$ cat src/dsar_regs.vh
`ifndef DSAR_REGS_VH
`define DSAR_REGS_VH

// Byte index of each field in the status record, multibyte fields MSB first
`define DSAR_IDX_CLOCK_ACTIVITY 6'h00
`define DSAR_IDX_COMMON_SUPPLY 6'h01
`define DSAR_IDX_COMMON_EQUIP 6'h02
`define DSAR_IDX_LATCH_RECEIVE 6'h03
`define DSAR_IDX_LATCH_BUFDEC 6'h04
`define DSAR_IDX_LATCH_LOCK 6'h05
`define DSAR_IDX_LATCH_SUPPLY 6'h06
`define DSAR_IDX_LATCH_EQUIP 6'h07
`define DSAR_IDX_BACKWARD 6'h08
`define DSAR_IDX_BIT_ERR_CNT 6'h09
`define DSAR_IDX_PAT_ERR_CNT 6'h0d
`define DSAR_IDX_RAW_MANT 6'h11
`define DSAR_IDX_CORR_MANT 6'h13
`define DSAR_IDX_ENERGY_PER_BIT_ESTIMATE 6'h15
`define DSAR_IDX_FREQ_MAG 6'h17
`define DSAR_IDX_PAT_MANT 6'h1b
`define DSAR_IDX_RAW_EXP 6'h1d
`define DSAR_IDX_CORR_EXP 6'h1e
`define DSAR_IDX_PAT_EXP 6'h1f
`define DSAR_IDX_FREQ_SIGN 6'h20
`define DSAR_IDX_QUALITY 6'h21
`define DSAR_IDX_BUF_FILL 6'h22
`define DSAR_IDX_INPUT_LEVEL 6'h23
`define DSAR_RECORD_LAST 6'h23

// Clock activity byte fields
`define DSAR_ACT_BUFFER 0
`define DSAR_ACT_EXT_CONN 1
`define DSAR_ACT_RX_SAT 2
`define DSAR_ACT_INSERT 3
`define DSAR_ACT_EXT_REF 4
`define DSAR_ACT_HS_REF 5
`define DSAR_ACT_FALLBACK 6
`define DSAR_ACT_ENERGY_PER_BIT_ESTIMATE_THR 7

// Misc fields
`define DSAR_RX_DATA_ACTIVITY 6
`define DSAR_RX_GAIN_LEVEL 7
`define DSAR_FILL_MAX 8'h64
`define DSAR_RESET_BYTE 8'h00
`define DSAR_RESET_WORD 32'h00000000

// Activity detection interval
`define DSAR_ACT_INTERVAL_NS 10000
`define DSAR_CLK_PERIOD_NS 20
`define DSAR_ACT_INTERVAL_CYC (`DSAR_ACT_INTERVAL_NS / `DSAR_CLK_PERIOD_NS)

`endif

$ cat src/dsar_status_bank.v
`timescale 1ns/1ps
`include "dsar_regs.vh"

module dsar_status_bank #(
  parameter ACT_INTERVAL = `DSAR_ACT_INTERVAL_CYC
) (
  // Clock and reset
  input wire clk,
  input wire rst,
  // Host record read port
  input wire rd_en,
  input wire [5:0] rd_index,
  output reg [7:0] rd_data,
  output reg rd_valid,
  // Host latched alarm clear
  input wire latch_clear,
  // Mode selects
  input wire legacy_mode,
  input wire intermediate_rate_service,
  // Live alarm sources
  input wire [7:0] rx_alarm_live,
  input wire [7:0] buffer_decoder_alarms,
  input wire [7:0] lock_status,
  // Monitored clocks, sampled
  input wire buffer_clk_in,
  input wire ext_conn_clk_in,
  input wire rx_sat_clk_in,
  input wire insert_clk_in,
  input wire ext_ref_clk_in,
  input wire hs_ref_clk_in,
  input wire rx_clk_fallback,
  input wire energy_per_bit_estimate_threshold_fault,
  // Common equipment
  input wire [2:0] supply_fail,
  input wire battery_fail,
  input wire memory_fail,
  input wire mc_proc_fault,
  input wire uio_card_present,
  input wire if_card_present,
  // Backward alarms
  input wire [3:0] backward_alarm_in,
  // Measurements
  input wire [31:0] bit_error_count_in,
  input wire [31:0] pattern_error_count_in,
  input wire [15:0] raw_mant_in,
  input wire [7:0] raw_exp_in,
  input wire [15:0] corr_mant_in,
  input wire [7:0] corr_exp_in,
  input wire [15:0] pat_mant_in,
  input wire [7:0] pat_exp_in,
  input wire [15:0] energy_per_bit_estimate_in,
  input wire [1:0] energy_per_bit_estimate_status_in,
  input wire [31:0] freq_mag_in,
  input wire freq_negative_in,
  input wire rates_valid_in,
  input wire pat_rate_valid_in,
  input wire err_cnt_overflow_in,
  input wire pat_cnt_overflow_in,
  input wire [7:0] buffer_fill_in,
  input wire [7:0] input_level_in
);

  ////////////////////////////////////////////////////////////////////////////
  // Byte n (0 = most significant) of a 32-bit word
  function [7:0] dsar_byte_of;
    input [31:0] word;
    input [1:0] n;
    begin
      case (n)
        2'h0: dsar_byte_of = word[31:24];
        2'h1: dsar_byte_of = word[23:16];
        2'h2: dsar_byte_of = word[15:8];
        default: dsar_byte_of = word[7:0];
      endcase
    end
  endfunction

  // True when idx lies in the len-byte field that starts at base
  function dsar_in_field;
    input [5:0] idx;
    input [5:0] base;
    input [2:0] len;
    begin
      dsar_in_field = (idx >= base) && (idx < base + {3'h0, len});
    end
  endfunction

  ////////////////////////////////////////////////////////////////////////////
  // Clock activity detection
  reg [5:0] clk_prev_reg;
  reg [5:0] toggle_seen_reg;
  reg [5:0] activity_reg;
  reg [15:0] interval_cnt_reg;
  reg sample_primed_reg;
  wire [5:0] clk_now;
  wire [5:0] toggled;
  wire interval_end;

  assign clk_now = {hs_ref_clk_in, ext_ref_clk_in, insert_clk_in,
                    rx_sat_clk_in, ext_conn_clk_in, buffer_clk_in};
  // No previous sample exists on the first cycle out of reset, so a pin
  // that idles high must not count as a toggle there
  assign toggled = (clk_now ^ clk_prev_reg) & {6{sample_primed_reg}};
  // A toggle on the closing cycle still counts toward the window it ends
  assign interval_end = (interval_cnt_reg == ACT_INTERVAL - 1);

  always @(posedge clk or posedge rst)
  begin
    if (rst)
    begin
      clk_prev_reg <= 6'h00;
      toggle_seen_reg <= 6'h00;
      activity_reg <= 6'h00;
      interval_cnt_reg <= 16'h0000;
      sample_primed_reg <= 1'b0;
    end
    else
    begin
      clk_prev_reg <= clk_now;
      sample_primed_reg <= 1'b1;
      if (interval_end)
      begin
        interval_cnt_reg <= 16'h0000;
        activity_reg <= toggle_seen_reg | toggled;
        toggle_seen_reg <= 6'h00;
      end
      else
      begin
        interval_cnt_reg <= interval_cnt_reg + 16'h0001;
        toggle_seen_reg <= toggle_seen_reg | toggled;
      end
    end
  end

  ////////////////////////////////////////////////////////////////////////////
  // Latched alarms, set wins over clear
  reg [6:0] latch_rx_reg;
  reg [7:0] latch_bd_reg;
  reg [3:0] latch_lock_reg;
  reg [4:0] latch_supply_reg;
  reg [2:0] latch_equip_reg;
  wire [6:0] set_rx;
  wire [3:0] set_lock;
  wire [4:0] set_supply;
  wire [2:0] set_equip;

  // Live bit 6 reads 1 while data is present; the latch records its loss
  assign set_rx = {~rx_alarm_live[`DSAR_RX_DATA_ACTIVITY], rx_alarm_live[5:0]};
  assign set_lock = ~{lock_status[7], lock_status[2:0]};
  assign set_supply = {memory_fail, battery_fail, supply_fail};
  assign set_equip = {~if_card_present, ~uio_card_present, mc_proc_fault};

  always @(posedge clk or posedge rst)
  begin
    if (rst)
    begin
      latch_rx_reg <= 7'h00;
      latch_bd_reg <= 8'h00;
      latch_lock_reg <= 4'h0;
      latch_supply_reg <= 5'h00;
      latch_equip_reg <= 3'h0;
    end
    // Clear reloads with this cycle's faults, so a live fault survives it
    else if (latch_clear)
    begin
      latch_rx_reg <= set_rx;
      latch_bd_reg <= buffer_decoder_alarms;
      latch_lock_reg <= set_lock;
      latch_supply_reg <= set_supply;
      latch_equip_reg <= set_equip;
    end
    else
    begin
      latch_rx_reg <= latch_rx_reg | set_rx;
      latch_bd_reg <= latch_bd_reg | buffer_decoder_alarms;
      latch_lock_reg <= latch_lock_reg | set_lock;
      latch_supply_reg <= latch_supply_reg | set_supply;
      latch_equip_reg <= latch_equip_reg | set_equip;
    end
  end

  ////////////////////////////////////////////////////////////////////////////
  // Status record bytes
  reg [7:0] clock_activity_alarms;
  wire [7:0] common_supply_alarms;
  wire [7:0] common_equipment_alarms;
  wire [7:0] latched_receive_alarms;
  wire [7:0] latched_lock_alarms;
  wire [7:0] latched_supply_alarms;
  wire [7:0] latched_equipment_alarms;
  wire [7:0] backward_alarm_flags;
  wire [7:0] quality_measure_status;
  wire [7:0] buffer_fill_percent;
  wire [7:0] frequency_offset_sign;

  // Activity byte, field by field; external clock bits read 0 in legacy mode
  always @*
  begin
    clock_activity_alarms = `DSAR_RESET_BYTE;
    clock_activity_alarms[`DSAR_ACT_BUFFER] = activity_reg[0];
    clock_activity_alarms[`DSAR_ACT_EXT_CONN] = activity_reg[1] & ~legacy_mode;
    clock_activity_alarms[`DSAR_ACT_RX_SAT] = activity_reg[2];
    clock_activity_alarms[`DSAR_ACT_INSERT] = activity_reg[3];
    clock_activity_alarms[`DSAR_ACT_EXT_REF] = activity_reg[4] & ~legacy_mode;
    clock_activity_alarms[`DSAR_ACT_HS_REF] = activity_reg[5] & ~legacy_mode;
    clock_activity_alarms[`DSAR_ACT_FALLBACK] = rx_clk_fallback;
    clock_activity_alarms[`DSAR_ACT_ENERGY_PER_BIT_ESTIMATE_THR] = energy_per_bit_estimate_threshold_fault;
  end
  assign common_supply_alarms = {2'h0, memory_fail, battery_fail, 1'b0,
                                 supply_fail};
  assign common_equipment_alarms = {5'h00, if_card_present,
                                    uio_card_present & ~legacy_mode,
                                    mc_proc_fault};
  assign latched_receive_alarms = {rx_alarm_live[`DSAR_RX_GAIN_LEVEL],
                                   latch_rx_reg};
  assign latched_lock_alarms = {latch_lock_reg[3], lock_status[6:3],
                                latch_lock_reg[2:0]};
  assign latched_supply_alarms = {2'h0, latch_supply_reg[4:3], 1'b0,
                                  latch_supply_reg[2:0]};
  assign latched_equipment_alarms = {5'h00, latch_equip_reg[2],
                                     latch_equip_reg[1] & ~legacy_mode,
                                     latch_equip_reg[0]};
  assign backward_alarm_flags = {4'h0,
                                 backward_alarm_in[3:1] & {3{intermediate_rate_service}},
                                 backward_alarm_in[0]};
  assign quality_measure_status = {2'h0, pat_cnt_overflow_in, err_cnt_overflow_in,
                                   energy_per_bit_estimate_status_in,
                                   pat_rate_valid_in, rates_valid_in};
  // A fill source that overshoots is reported as full
  assign buffer_fill_percent = (buffer_fill_in > `DSAR_FILL_MAX) ?
                               `DSAR_FILL_MAX : buffer_fill_in;
  assign frequency_offset_sign = {7'h00, freq_negative_in};

  ////////////////////////////////////////////////////////////////////////////
  // Record read mux
  reg [7:0] rd_byte;
  reg [5:0] rel;

  always @*
  begin
    rd_byte = `DSAR_RESET_BYTE;
    rel = 6'h00;
    if (dsar_in_field(rd_index, `DSAR_IDX_BIT_ERR_CNT, 3'h4))
    begin
      rel = rd_index - `DSAR_IDX_BIT_ERR_CNT;
      rd_byte = dsar_byte_of(bit_error_count_in, rel[1:0]);
    end
    else if (dsar_in_field(rd_index, `DSAR_IDX_PAT_ERR_CNT, 3'h4))
    begin
      rel = rd_index - `DSAR_IDX_PAT_ERR_CNT;
      rd_byte = dsar_byte_of(pattern_error_count_in, rel[1:0]);
    end
    else if (dsar_in_field(rd_index, `DSAR_IDX_FREQ_MAG, 3'h4))
    begin
      rel = rd_index - `DSAR_IDX_FREQ_MAG;
      rd_byte = dsar_byte_of(freq_mag_in, rel[1:0]);
    end
    // Two-byte fields are read as the low half of a zero-extended word
    else if (dsar_in_field(rd_index, `DSAR_IDX_RAW_MANT, 3'h2))
    begin
      rel = rd_index - `DSAR_IDX_RAW_MANT;
      rd_byte = dsar_byte_of({16'h0000, raw_mant_in}, {1'b1, rel[0]});
    end
    else if (dsar_in_field(rd_index, `DSAR_IDX_CORR_MANT, 3'h2))
    begin
      rel = rd_index - `DSAR_IDX_CORR_MANT;
      rd_byte = dsar_byte_of({16'h0000, corr_mant_in}, {1'b1, rel[0]});
    end
    else if (dsar_in_field(rd_index, `DSAR_IDX_ENERGY_PER_BIT_ESTIMATE, 3'h2))
    begin
      rel = rd_index - `DSAR_IDX_ENERGY_PER_BIT_ESTIMATE;
      rd_byte = dsar_byte_of({16'h0000, energy_per_bit_estimate_in}, {1'b1, rel[0]});
    end
    else if (dsar_in_field(rd_index, `DSAR_IDX_PAT_MANT, 3'h2))
    begin
      rel = rd_index - `DSAR_IDX_PAT_MANT;
      rd_byte = dsar_byte_of({16'h0000, pat_mant_in}, {1'b1, rel[0]});
    end
    else
    begin
      case (rd_index)
        `DSAR_IDX_CLOCK_ACTIVITY: rd_byte = clock_activity_alarms;
        `DSAR_IDX_COMMON_SUPPLY: rd_byte = common_supply_alarms;
        `DSAR_IDX_COMMON_EQUIP: rd_byte = common_equipment_alarms;
        `DSAR_IDX_LATCH_RECEIVE: rd_byte = latched_receive_alarms;
        `DSAR_IDX_LATCH_BUFDEC: rd_byte = latch_bd_reg;
        `DSAR_IDX_LATCH_LOCK: rd_byte = latched_lock_alarms;
        `DSAR_IDX_LATCH_SUPPLY: rd_byte = latched_supply_alarms;
        `DSAR_IDX_LATCH_EQUIP: rd_byte = latched_equipment_alarms;
        `DSAR_IDX_BACKWARD: rd_byte = backward_alarm_flags;
        `DSAR_IDX_RAW_EXP: rd_byte = raw_exp_in;
        `DSAR_IDX_CORR_EXP: rd_byte = corr_exp_in;
        `DSAR_IDX_PAT_EXP: rd_byte = pat_exp_in;
        `DSAR_IDX_FREQ_SIGN: rd_byte = frequency_offset_sign;
        `DSAR_IDX_QUALITY: rd_byte = quality_measure_status;
        `DSAR_IDX_BUF_FILL: rd_byte = buffer_fill_percent;
        `DSAR_IDX_INPUT_LEVEL: rd_byte = input_level_in;
        default: rd_byte = `DSAR_RESET_BYTE;
      endcase
    end
  end

  always @(posedge clk or posedge rst)
  begin
    if (rst)
    begin
      rd_data <= `DSAR_RESET_BYTE;
      rd_valid <= 1'b0;
    end
    else
    begin
      rd_valid <= rd_en;
      // rd_data keeps the last byte read until the next request
      if (rd_en)
        rd_data <= rd_byte;
    end
  end

endmodule // dsar_status_bank

$ cat config.mk
export PLATFORM = sky130hd
export DESIGN_NAME = dsar_status_bank
export DESIGN_NICKNAME = d
export VERILOG_FILES = /design/src/dsar_status_bank.v
export VERILOG_INCLUDE_DIRS = /design/src
export SDC_FILE = /design/constraint.sdc
export NUM_CORES = 1
export LEC_CHECK = 0
export ABC_AREA = 1
export BUFFER_PORTS_ARGS = -buffer_cell sky130_fd_sc_hd__clkbuf_2
export CAP_MARGIN = 30
export CORE_MARGIN = 2
export CORE_UTILIZATION = 48
export CTS_BUF_LIST = sky130_fd_sc_hd__clkbuf_8
export CTS_CLUSTER_SIZE = 16
export DETAILED_ROUTE_END_ITERATION = 12
export PLACE_DENSITY_LB_ADDON = 0.05
export SYNTH_ARGS = -nofsm -noshare
export SYNTH_HDL_FRONTEND = slang
export SYNTH_SLANG_ARGS = --single-unit
$ cat constraint.sdc
create_clock -name clk -period 2.2 [get_ports clk]
set_input_delay 0.22 -clock clk [delete_from_list [all_inputs] [get_ports clk]]
set_output_delay 0.22 -clock clk [all_outputs]
set_load 0.05 [all_outputs]
==> summary.md, run 1 <==
| Metric | Value |
|---|---|
| Status | `finished clean` |
| Post-synthesis xor/xnor area fraction | `0.8251%` |
| Worst Slack Setup Final | `0.3059 ns` |
| Via Count | `6454` |
| Clk slew on worst S/H paths | `0.08 ns` |
| Initial core utilization | `49.18%` |
| Worst-Skew Late Latency | `0.34 ns` |
| Ys flop type | `dfrtp_1` |
| Vias/cell | `5.347` |
| Io pins | `272` |
| YS warnings | `0` |
| Synth unique cells | `44` |
| CP delay by family, top | `simple AND/OR/NAND/NOR gates` |
| Area delta synth->final | `31.78%` |
| Sw frac | `33.02%` |
| Worst-path cell chain | `ha_1, inv_1, nor4_4, nand2_1, nor3_1, nand2_1, nor3_2, xor2_1, inv_1` |
| Port Buffers | `271` |
| Htree depth | `3` |
| Detailed-router iteration count before antenna repair | `5` |
| Post-route ant nets | `0` |
| Post-cts sizing count | `0` |
| CP peak stage delay | `0.38 ns` |
| CP required | `2.43 ns` |
| Worst Max-Slew Pin Slew | `0.6821 ns` |
| Initial antenna violation count | `1` |
| Clock sinks | `71` |
| Top cell type by total area after synthesis | `dfrtp_1` |
| Die height | `109.2 um` |
| Setup TNS | `0 ns` |
| Mapped cell area | `5308 um^2` |
| Fin Hold WS | `0.01434 ns` |
| Cells after Synth | `797` |
| Crit path time final | `1.894 ns` |
| Worst vdd ir | `499.8 uV` |
| CP endpoint kind | `register` |
| Placer congestion estimate | `0.9797` |
| Largest net degree at the start of global routing | `48` |
| Clock power frac | `27.9%` |
| CP arrival | `2.13 ns` |
| Worst Skew | `0.009063 ns` |
| Post-synth top area share | `33.47%` |
| Die width | `109.2 um` |
| Final Cell Area | `6994 um^2` |
| Row count | `38` |
| DR WL/cell | `16.55 um` |
| NetSw | `1.067 mW` |
| Layout cells sized above 1 | `33.58%` |
| Core area | `10790 um^2` |
| Internal cell power | `2.165 mW` |
| Crit path max-delay cell type | `dfrtp_1` |
| Placed cell area | `6810 um^2` |
| NumNets Final | `1326` |
| Drt drc | `0` |
| Reg power frac | `43.6%` |
| Wire length of the first global-routing pass | `30650 um` |
| Initial DRC Count | `535` |
| Crit-path max FO | `4` |
| CTS tree | `built` |
| Simple logic cell fraction of the synthesized area | `39.70%` |
| Vias in the first global route | `6089` |
| P_leak | `3.841 nW` |
| Worst min-delay path class | `input port to register` |
| CTS Buf Count | `9` |
| Largest family of logic cells by synthesized area | `simple AND/OR/NAND/NOR gates` |
| Period utilisation layout | `86.09%` |
| Critical path buffer and inverter count | `2` |
| Max FFs per register | `16` |
| Worst hold start | `insert_clk_in` |
| Setup violations, final | `0` |
| Multiplexer area fraction after synthesis | `0.3772%` |
| CP startpoint kind | `register` |
| Synth Area in Compound Gates | `16.53%` |
| Die ar. | `11910 um^2` |
| Adder-Cell Fraction of Synth Area | `0.2357%` |
| Total track usage | `33.65%` |
| Bufs on Longest Clock Path | `2` |
| Final hold vios | `0` |
| GR Overflow Total | `0` |
| Post-Place Setup Slack | `-0.01579 ns` |
| Flops & latches, synth | `71` |
| Worst setup startpoint | `interval_cnt_reg[0]$_DFF_PP0_` |
| Worst r2r src | `interval_cnt_reg[0]$_DFF_PP0_` |
| Async SR Flop Fraction | `100.0%` |
| Post-synth EDFFs | `0` |
| Max-slew headroom | `54.36%` |
| Root buf cell | `clkbuf_8` |
| Final HPWL DP | `16310 um` |
| Max Slew Vio Count | `0` |
| Kind of critical path | `register to register` |
| Synth area leaders | `dfrtp_1 (33%), nand2_1 (16%), nor2_1 (6.2%)` |
| Max-cap violations | `0` |
| Syn_area_per_cell | `6.659 um^2` |
| RSZ-0062 raised after global routing | `no` |
| Comb pwr share | `28.5%` |
| Sequential share of the synthesized area | `33.47%` |
| P per Cell Area | `462.1 nW/um^2` |
| Mapped Nets | `1061` |
| Post-Route WL | `19980 um` |
| Max frequency | `528.0 MHz` |
[final cells by class]
| cell class | count | area, um^2 |
|---|---|---|
| timing repair buffer | 286 | 1496 |
| clock inverter | 5 | 33.78 |
| fill | 1037 | 3799 |
| clock buffer | 10 | 137.6 |
| multi-input combinational | 612 | 3064 |
| sequential | 71 | 1777 |
| tap | 140 | 175.2 |
| inverter | 82 | 307.8 |
| antenna | 1 | 2.502 |
[through the flow]
step / util (%) / std cells / power, mW
after floorplan: - / 797 / 1.917
after global placement: 63.10 / 1190 / 2.341
after detailed placement: 63.10 / 1190 / 2.344
after CTS: 64.78 / 1206 / 3.249
after global routing: 64.80 / 1207 / 3.411
final: 64.80 / 1207 / 3.232
[power by group through the flow]
stage               combinational, mW  clock, mW  sequential [mW]
detailed placement              0.912          0             1.43
floorplan                       0.395          0             1.52
finish                          0.922      0.902             1.41
CTS                             0.919      0.924             1.41
global placement                0.911          0             1.43
global route                     1.01      0.986             1.42
[layout by cell type (no fill, tap or decap), drive strengths merged, types with 3 or more instances in the layout]
cell     Yosys  layout
clkinv       1       3
nand3       60      60
o21a         6       6
o21bai      21      21
nand2      229     229
a22o         3       3
dfrtp       71      71
o2111ai      4       4
clkbuf      11     281
a31oi        8       8
nand4       35      35
or2         22      22
inv         81      82
o211ai      16      16
nor3        11      11
nor2       100     100
buf         21      14
a221oi       6       6
nor4         5       5
o21ai       39      39
a21oi       32      32
xor2         4       4
[cells in the mapped netlist (3+ instances only)]
| master | instances |
|---|---|
| o21a_1 | 6 |
| a22o_1 | 3 |
| a31oi_1 | 8 |
| inv_2 | 16 |
| nor2_1 | 88 |
| buf_4 | 3 |
| o21bai_1 | 21 |
| o21ai_0 | 32 |
| or2_2 | 20 |
| o21ai_1 | 7 |
| a21oi_1 | 32 |
| nor4_1 | 3 |
| dfrtp_1 | 71 |
| nand2_1 | 227 |
| nor2_2 | 8 |
| inv_1 | 65 |
| nand4_1 | 35 |
| a221oi_1 | 6 |
| xor2_1 | 4 |
| o2111ai_1 | 4 |
| buf_2 | 16 |
| nand3_1 | 58 |
| nor2_4 | 4 |
| nor3_1 | 8 |
| o211ai_1 | 16 |
| clkbuf_1 | 11 |
[worst reg2reg max path, cell delays in order, from the launching register on]
cell,delay [ns]
dfrtp_1,0.38
ha_1,0.17
inv_1,0.09
nor4_4,0.26
nand2_1,0.13
nor3_1,0.22
nand2_1,0.16
nor3_2,0.15
xor2_1,0.17
inv_1,0.05
[worst paths after layout]
kind                                             endpoint  slack [ns]  depth (start not counted)
setup / recovery           interval_cnt_reg[14]$_DFF_PP0_        0.31                          9
hold / removal                  clk_prev_reg[3]$_DFF_PP0_        0.01                          1
setup reg to reg           interval_cnt_reg[14]$_DFF_PP0_        0.31                          9
hold reg to reg             interval_cnt_reg[0]$_DFF_PP0_        0.46                          1
max in group asynchronous     latch_lock_reg[1]$_DFF_PP0_        1.10                          4
min in group asynchronous   interval_cnt_reg[9]$_DFF_PP0_        0.47                          3
[layer usage]
layer  global-route usage [%]  share of wire [%]  wire [um]
met5                        0                  0          0
met4                    15.66                4.1        814
met3                    4.961                7.2       1432
met2                    56.65                 48       9496
met1                    42.43                 41       8234
[cells by family (layout without fill, tap and decap cells)]
| logic type | count (synthesis) | count (layout) |
|---|---|---|
| AO/OA/AOI/OAI | 139 | 139 |
| buffers and inverters | 114 | 383 |
| flip-flops | 71 | 71 |
| adder cells (fa/ha/maj) | 1 | 1 |
| XOR/XNOR | 5 | 5 |
| multiplexers | 2 | 2 |
| other | 1 | 2 |
| AND/OR/NAND/NOR | 464 | 464 |
[repair_timing]
action / 4_1_cts / 5_1_grt
endpoints found under the hold margin: 24 / 0
setup buffers: 0 / 0
hold buffers: 1 / 0
(Power assumes the default switching activity.)
==> inputs of run 2 (changes only) <==
--- a/config.mk
+++ b/config.mk
@@ -10,8 +10,7 @@
 export BUFFER_PORTS_ARGS = -buffer_cell sky130_fd_sc_hd__clkbuf_2
 export CAP_MARGIN = 30
 export CORE_MARGIN = 2
-export CORE_UTILIZATION = 48
-export CTS_BUF_LIST = sky130_fd_sc_hd__clkbuf_8
+export CORE_UTILIZATION = 47
 export CTS_CLUSTER_SIZE = 16
 export DETAILED_ROUTE_END_ITERATION = 12
 export PLACE_DENSITY_LB_ADDON = 0.05
==> summary.md, run 2 (synthesis gave the netlist of run 1 again) <==
| Metric | Value |
|---|---|
| Wire length of the first global-routing pass | `30420 um (-0.74%)` |
| Period utilisation layout | `85.46% (-0.63 points)` |
| Detailed-router iteration count before antenna repair | `6 (+1)` |
| Reg2reg path depth | `9 (unchanged)` |
| Initial antenna violation count | `1 (unchanged)` |
| Layout cells sized above 1 | `33.89% (+0.31 points)` |
| Clk slew on worst S/H paths | `0.06 ns (-0.02 ns)` |
| Fill count | `1068 (+3.0%)` |
| CP required | `2.42 ns (about the same)` |
| Final hold vios | `0 (unchanged)` |
| Worst vdd ir | `491.9 uV (-1.6%)` |
| Met2 Wirelength | `9817 um (+3.4%)` |
| Max FFs per register | `16 (unchanged)` |
| Setup TNS | `0 ns (unchanged)` |
| Reg power frac | `36.8% (-6.8 points)` |
| Post-Route WL | `20370 um (+2.0%)` |
| Top sig layer | `met4` |
| Crit-path max FO | `4 (unchanged)` |
| Drt drc | `0 (unchanged)` |
| Overall power | `3.835 mW (+19%)` |
| CP arrival | `2.10 ns (-0.03 ns)` |
| Worst min-delay path class | `input port to register` |
| CP startpoint kind | `register` |
| Multi-input gate area | `3064 um^2 (unchanged)` |
| Status | `finished clean` |
| Initial DRC Count | `557 (+4.1%)` |
| Hold buffers post-CTS | `1 (unchanged)` |
| Post-layout util | `65.34% (+0.54 points)` |
| NumNets Final | `1330 (+0.30%)` |
| Most frequent cells in the layout | `clkbuf_2 (271), nand2_1 (227), nor2_1 (88)` |
| Clock sinks | `71 (unchanged)` |
| Crit path time final | `1.880 ns (-0.01396 ns)` |
| Die height | `110.3 um (+1.0%)` |
| Commonest non-fill, non-tap cell in the layout | `clkbuf_2` |
| P per Cell Area | `536.7 nW/um^2 (+16%)` |
| Die width | `110.3 um (+1.0%)` |
| Fin Hold WS | `0.03145 ns (+0.01711 ns)` |
| Max-slew headroom | `55.22% (+0.86 points)` |
| Post-cts sizing count | `0 (unchanged)` |
| Final HPWL DP | `16390 um (+0.45%)` |
| Row count | `38 (unchanged)` |
| Metal3 WL | `1514 um (+5.7%)` |
| Largest net degree at the start of global routing | `52 (+8.3%)` |
| Vias in the first global route | `6206 (+1.9%)` |
| Layout Cells excl Fill | `1212 (+0.41%)` |
| Kind of critical path | `register to register` |
| Area delta synth->final | `34.63%` |
| Sw frac | `31.47% (-1.5 points)` |
| CTS tree | `built` |
| Vias/cell | `5.404 (+1.1%)` |
| DR WL/cell | `16.81 um (+1.6%)` |
| Root buf cell | `clkbuf_16` |
| Initial core utilization | `48.54% (-0.64 points)` |
| RSZ-0062 raised after global routing | `no` |
| Placer congestion estimate | `0.9921 (+1.3%)` |
| Register area | `1777 um^2 (unchanged)` |
| P_leak | `3.921 nW (+2.1%)` |
| NetSw | `1.207 mW (+13%)` |
| CP endpoint kind | `register` |
| Post-route ant nets | `0 (unchanged)` |
| Port Buffers | `271 (unchanged)` |
| Max frequency | `531.9 MHz (+0.74%)` |
| Comb pwr share | `24.3% (-4.2 points)` |
| Internal cell power | `2.628 mW (+21%)` |
| Clock power frac | `38.9% (+11 points)` |
| Worst Skew | `0.01124 ns (+0.002178 ns)` |
| Post-CTS setup buffers | `0 (unchanged)` |
| CTS Buf Count | `9 (unchanged)` |
| Htree depth | `3 (unchanged)` |
| Total track usage | `33.28% (-0.37 points)` |
| Max-cap violations | `0 (unchanged)` |
| Wl on met1 | `8201 um (-0.40%)` |
| Die ar. | `12160 um^2 (+2.0%)` |
| Placed cell count | `1194 (+0.34%)` |
| Io pins | `272 (unchanged)` |
| Bufs on Longest Clock Path | `2 (unchanged)` |
| Worst Max-Slew Pin Slew | `0.6667 ns (-0.01542 ns)` |
| Worst-Skew Late Latency | `0.33 ns (about the same)` |
| Min-Delay Path Depth | `1 (unchanged)` |
| Via Count | `6550 (+1.5%)` |
| Max Slew Vio Count | `0 (unchanged)` |
| Setup violations, final | `0 (unchanged)` |
| GR Overflow Total | `0 (unchanged)` |
| Core area | `10940 um^2 (+1.3%)` |
## run 2: changes by cell type in the layout (fill, tap and decap cells not counted)
cell        before  now
bufinv_16        0    1
clkinv_2         2    1
buf_4           12   17
clkinv_4         0    2
clkbuf_16        0    9
clkbuf_8        10    0
inv_8            0    1
buf_12           2    1
clkinvlp_4       2    1
## run 2: cell type report
cell class              count  area share (%)
flip-flops and latches     71           24.86
repair buffers            290           21.19
well taps                 140           2.451
diodes                      1         0.03502
multi-input cells         612           42.88
inverters                  82           4.307
clock inverters             7           1.121
clock buffers               9           3.152
## run 2: worst paths after layout
check / from / endpoint / slack (ns)
worst max-delay path: interval_cnt_reg[0]$_DFF_PP0_ / interval_cnt_reg[14]$_DFF_PP0_ / 0.32
worst min-delay path: ext_ref_clk_in / clk_prev_reg[4]$_DFF_PP0_ / 0.03
worst max register to register: interval_cnt_reg[0]$_DFF_PP0_ / interval_cnt_reg[14]$_DFF_PP0_ / 0.32
worst min register to register: interval_cnt_reg[0]$_DFF_PP0_ / interval_cnt_reg[0]$_DFF_PP0_ / 0.46
max in group asynchronous: rst / activity_reg[0]$_DFFE_PP0N_ / 1.13
min in group asynchronous: rst / latch_bd_reg[6]$_DFF_PP0_ / 0.43
## run 2: metrics by stage
step	area (um^2)	setup WS (ns)
2_1_floorplan	5308	0.1834
3_3_place_gp	6828	0.1293
3_5_place_dp	6828	0.1215
4_1_cts	7143	0.3027
5_1_grt	7146	0.1297
6_report	7146	0.3199
## run 2: power by group through the flow
stage	combinational (mW)	sequential [mW]	clock (mW)
3_3_place_gp	0.914	1.43	0
3_5_place_dp	0.917	1.43	0
6_report	0.933	1.41	1.49
2_1_floorplan	0.395	1.52	0
5_1_grt	1.02	1.41	1.57
4_1_cts	0.926	1.41	1.51
## run 2: per-layer routing
metal / vias to the layer above / track usage (%)
li1: 3186 / -
met1: 3014 / 40.92
met2: 288 / 56.53
met3: 62 / 5.820
met4: 0 / 15.98
met5: - / 0
## run 2: critical path, cell delays in order (launching register included)
cell and delay (ns):
dfrtp_1 0.36, ha_1 0.17, inv_1 0.10, nor4_4 0.26, nand2_1 0.13, nor3_1 0.23
nand2_1 0.17, nor3_2 0.15, xor2_1 0.16, inv_1 0.05
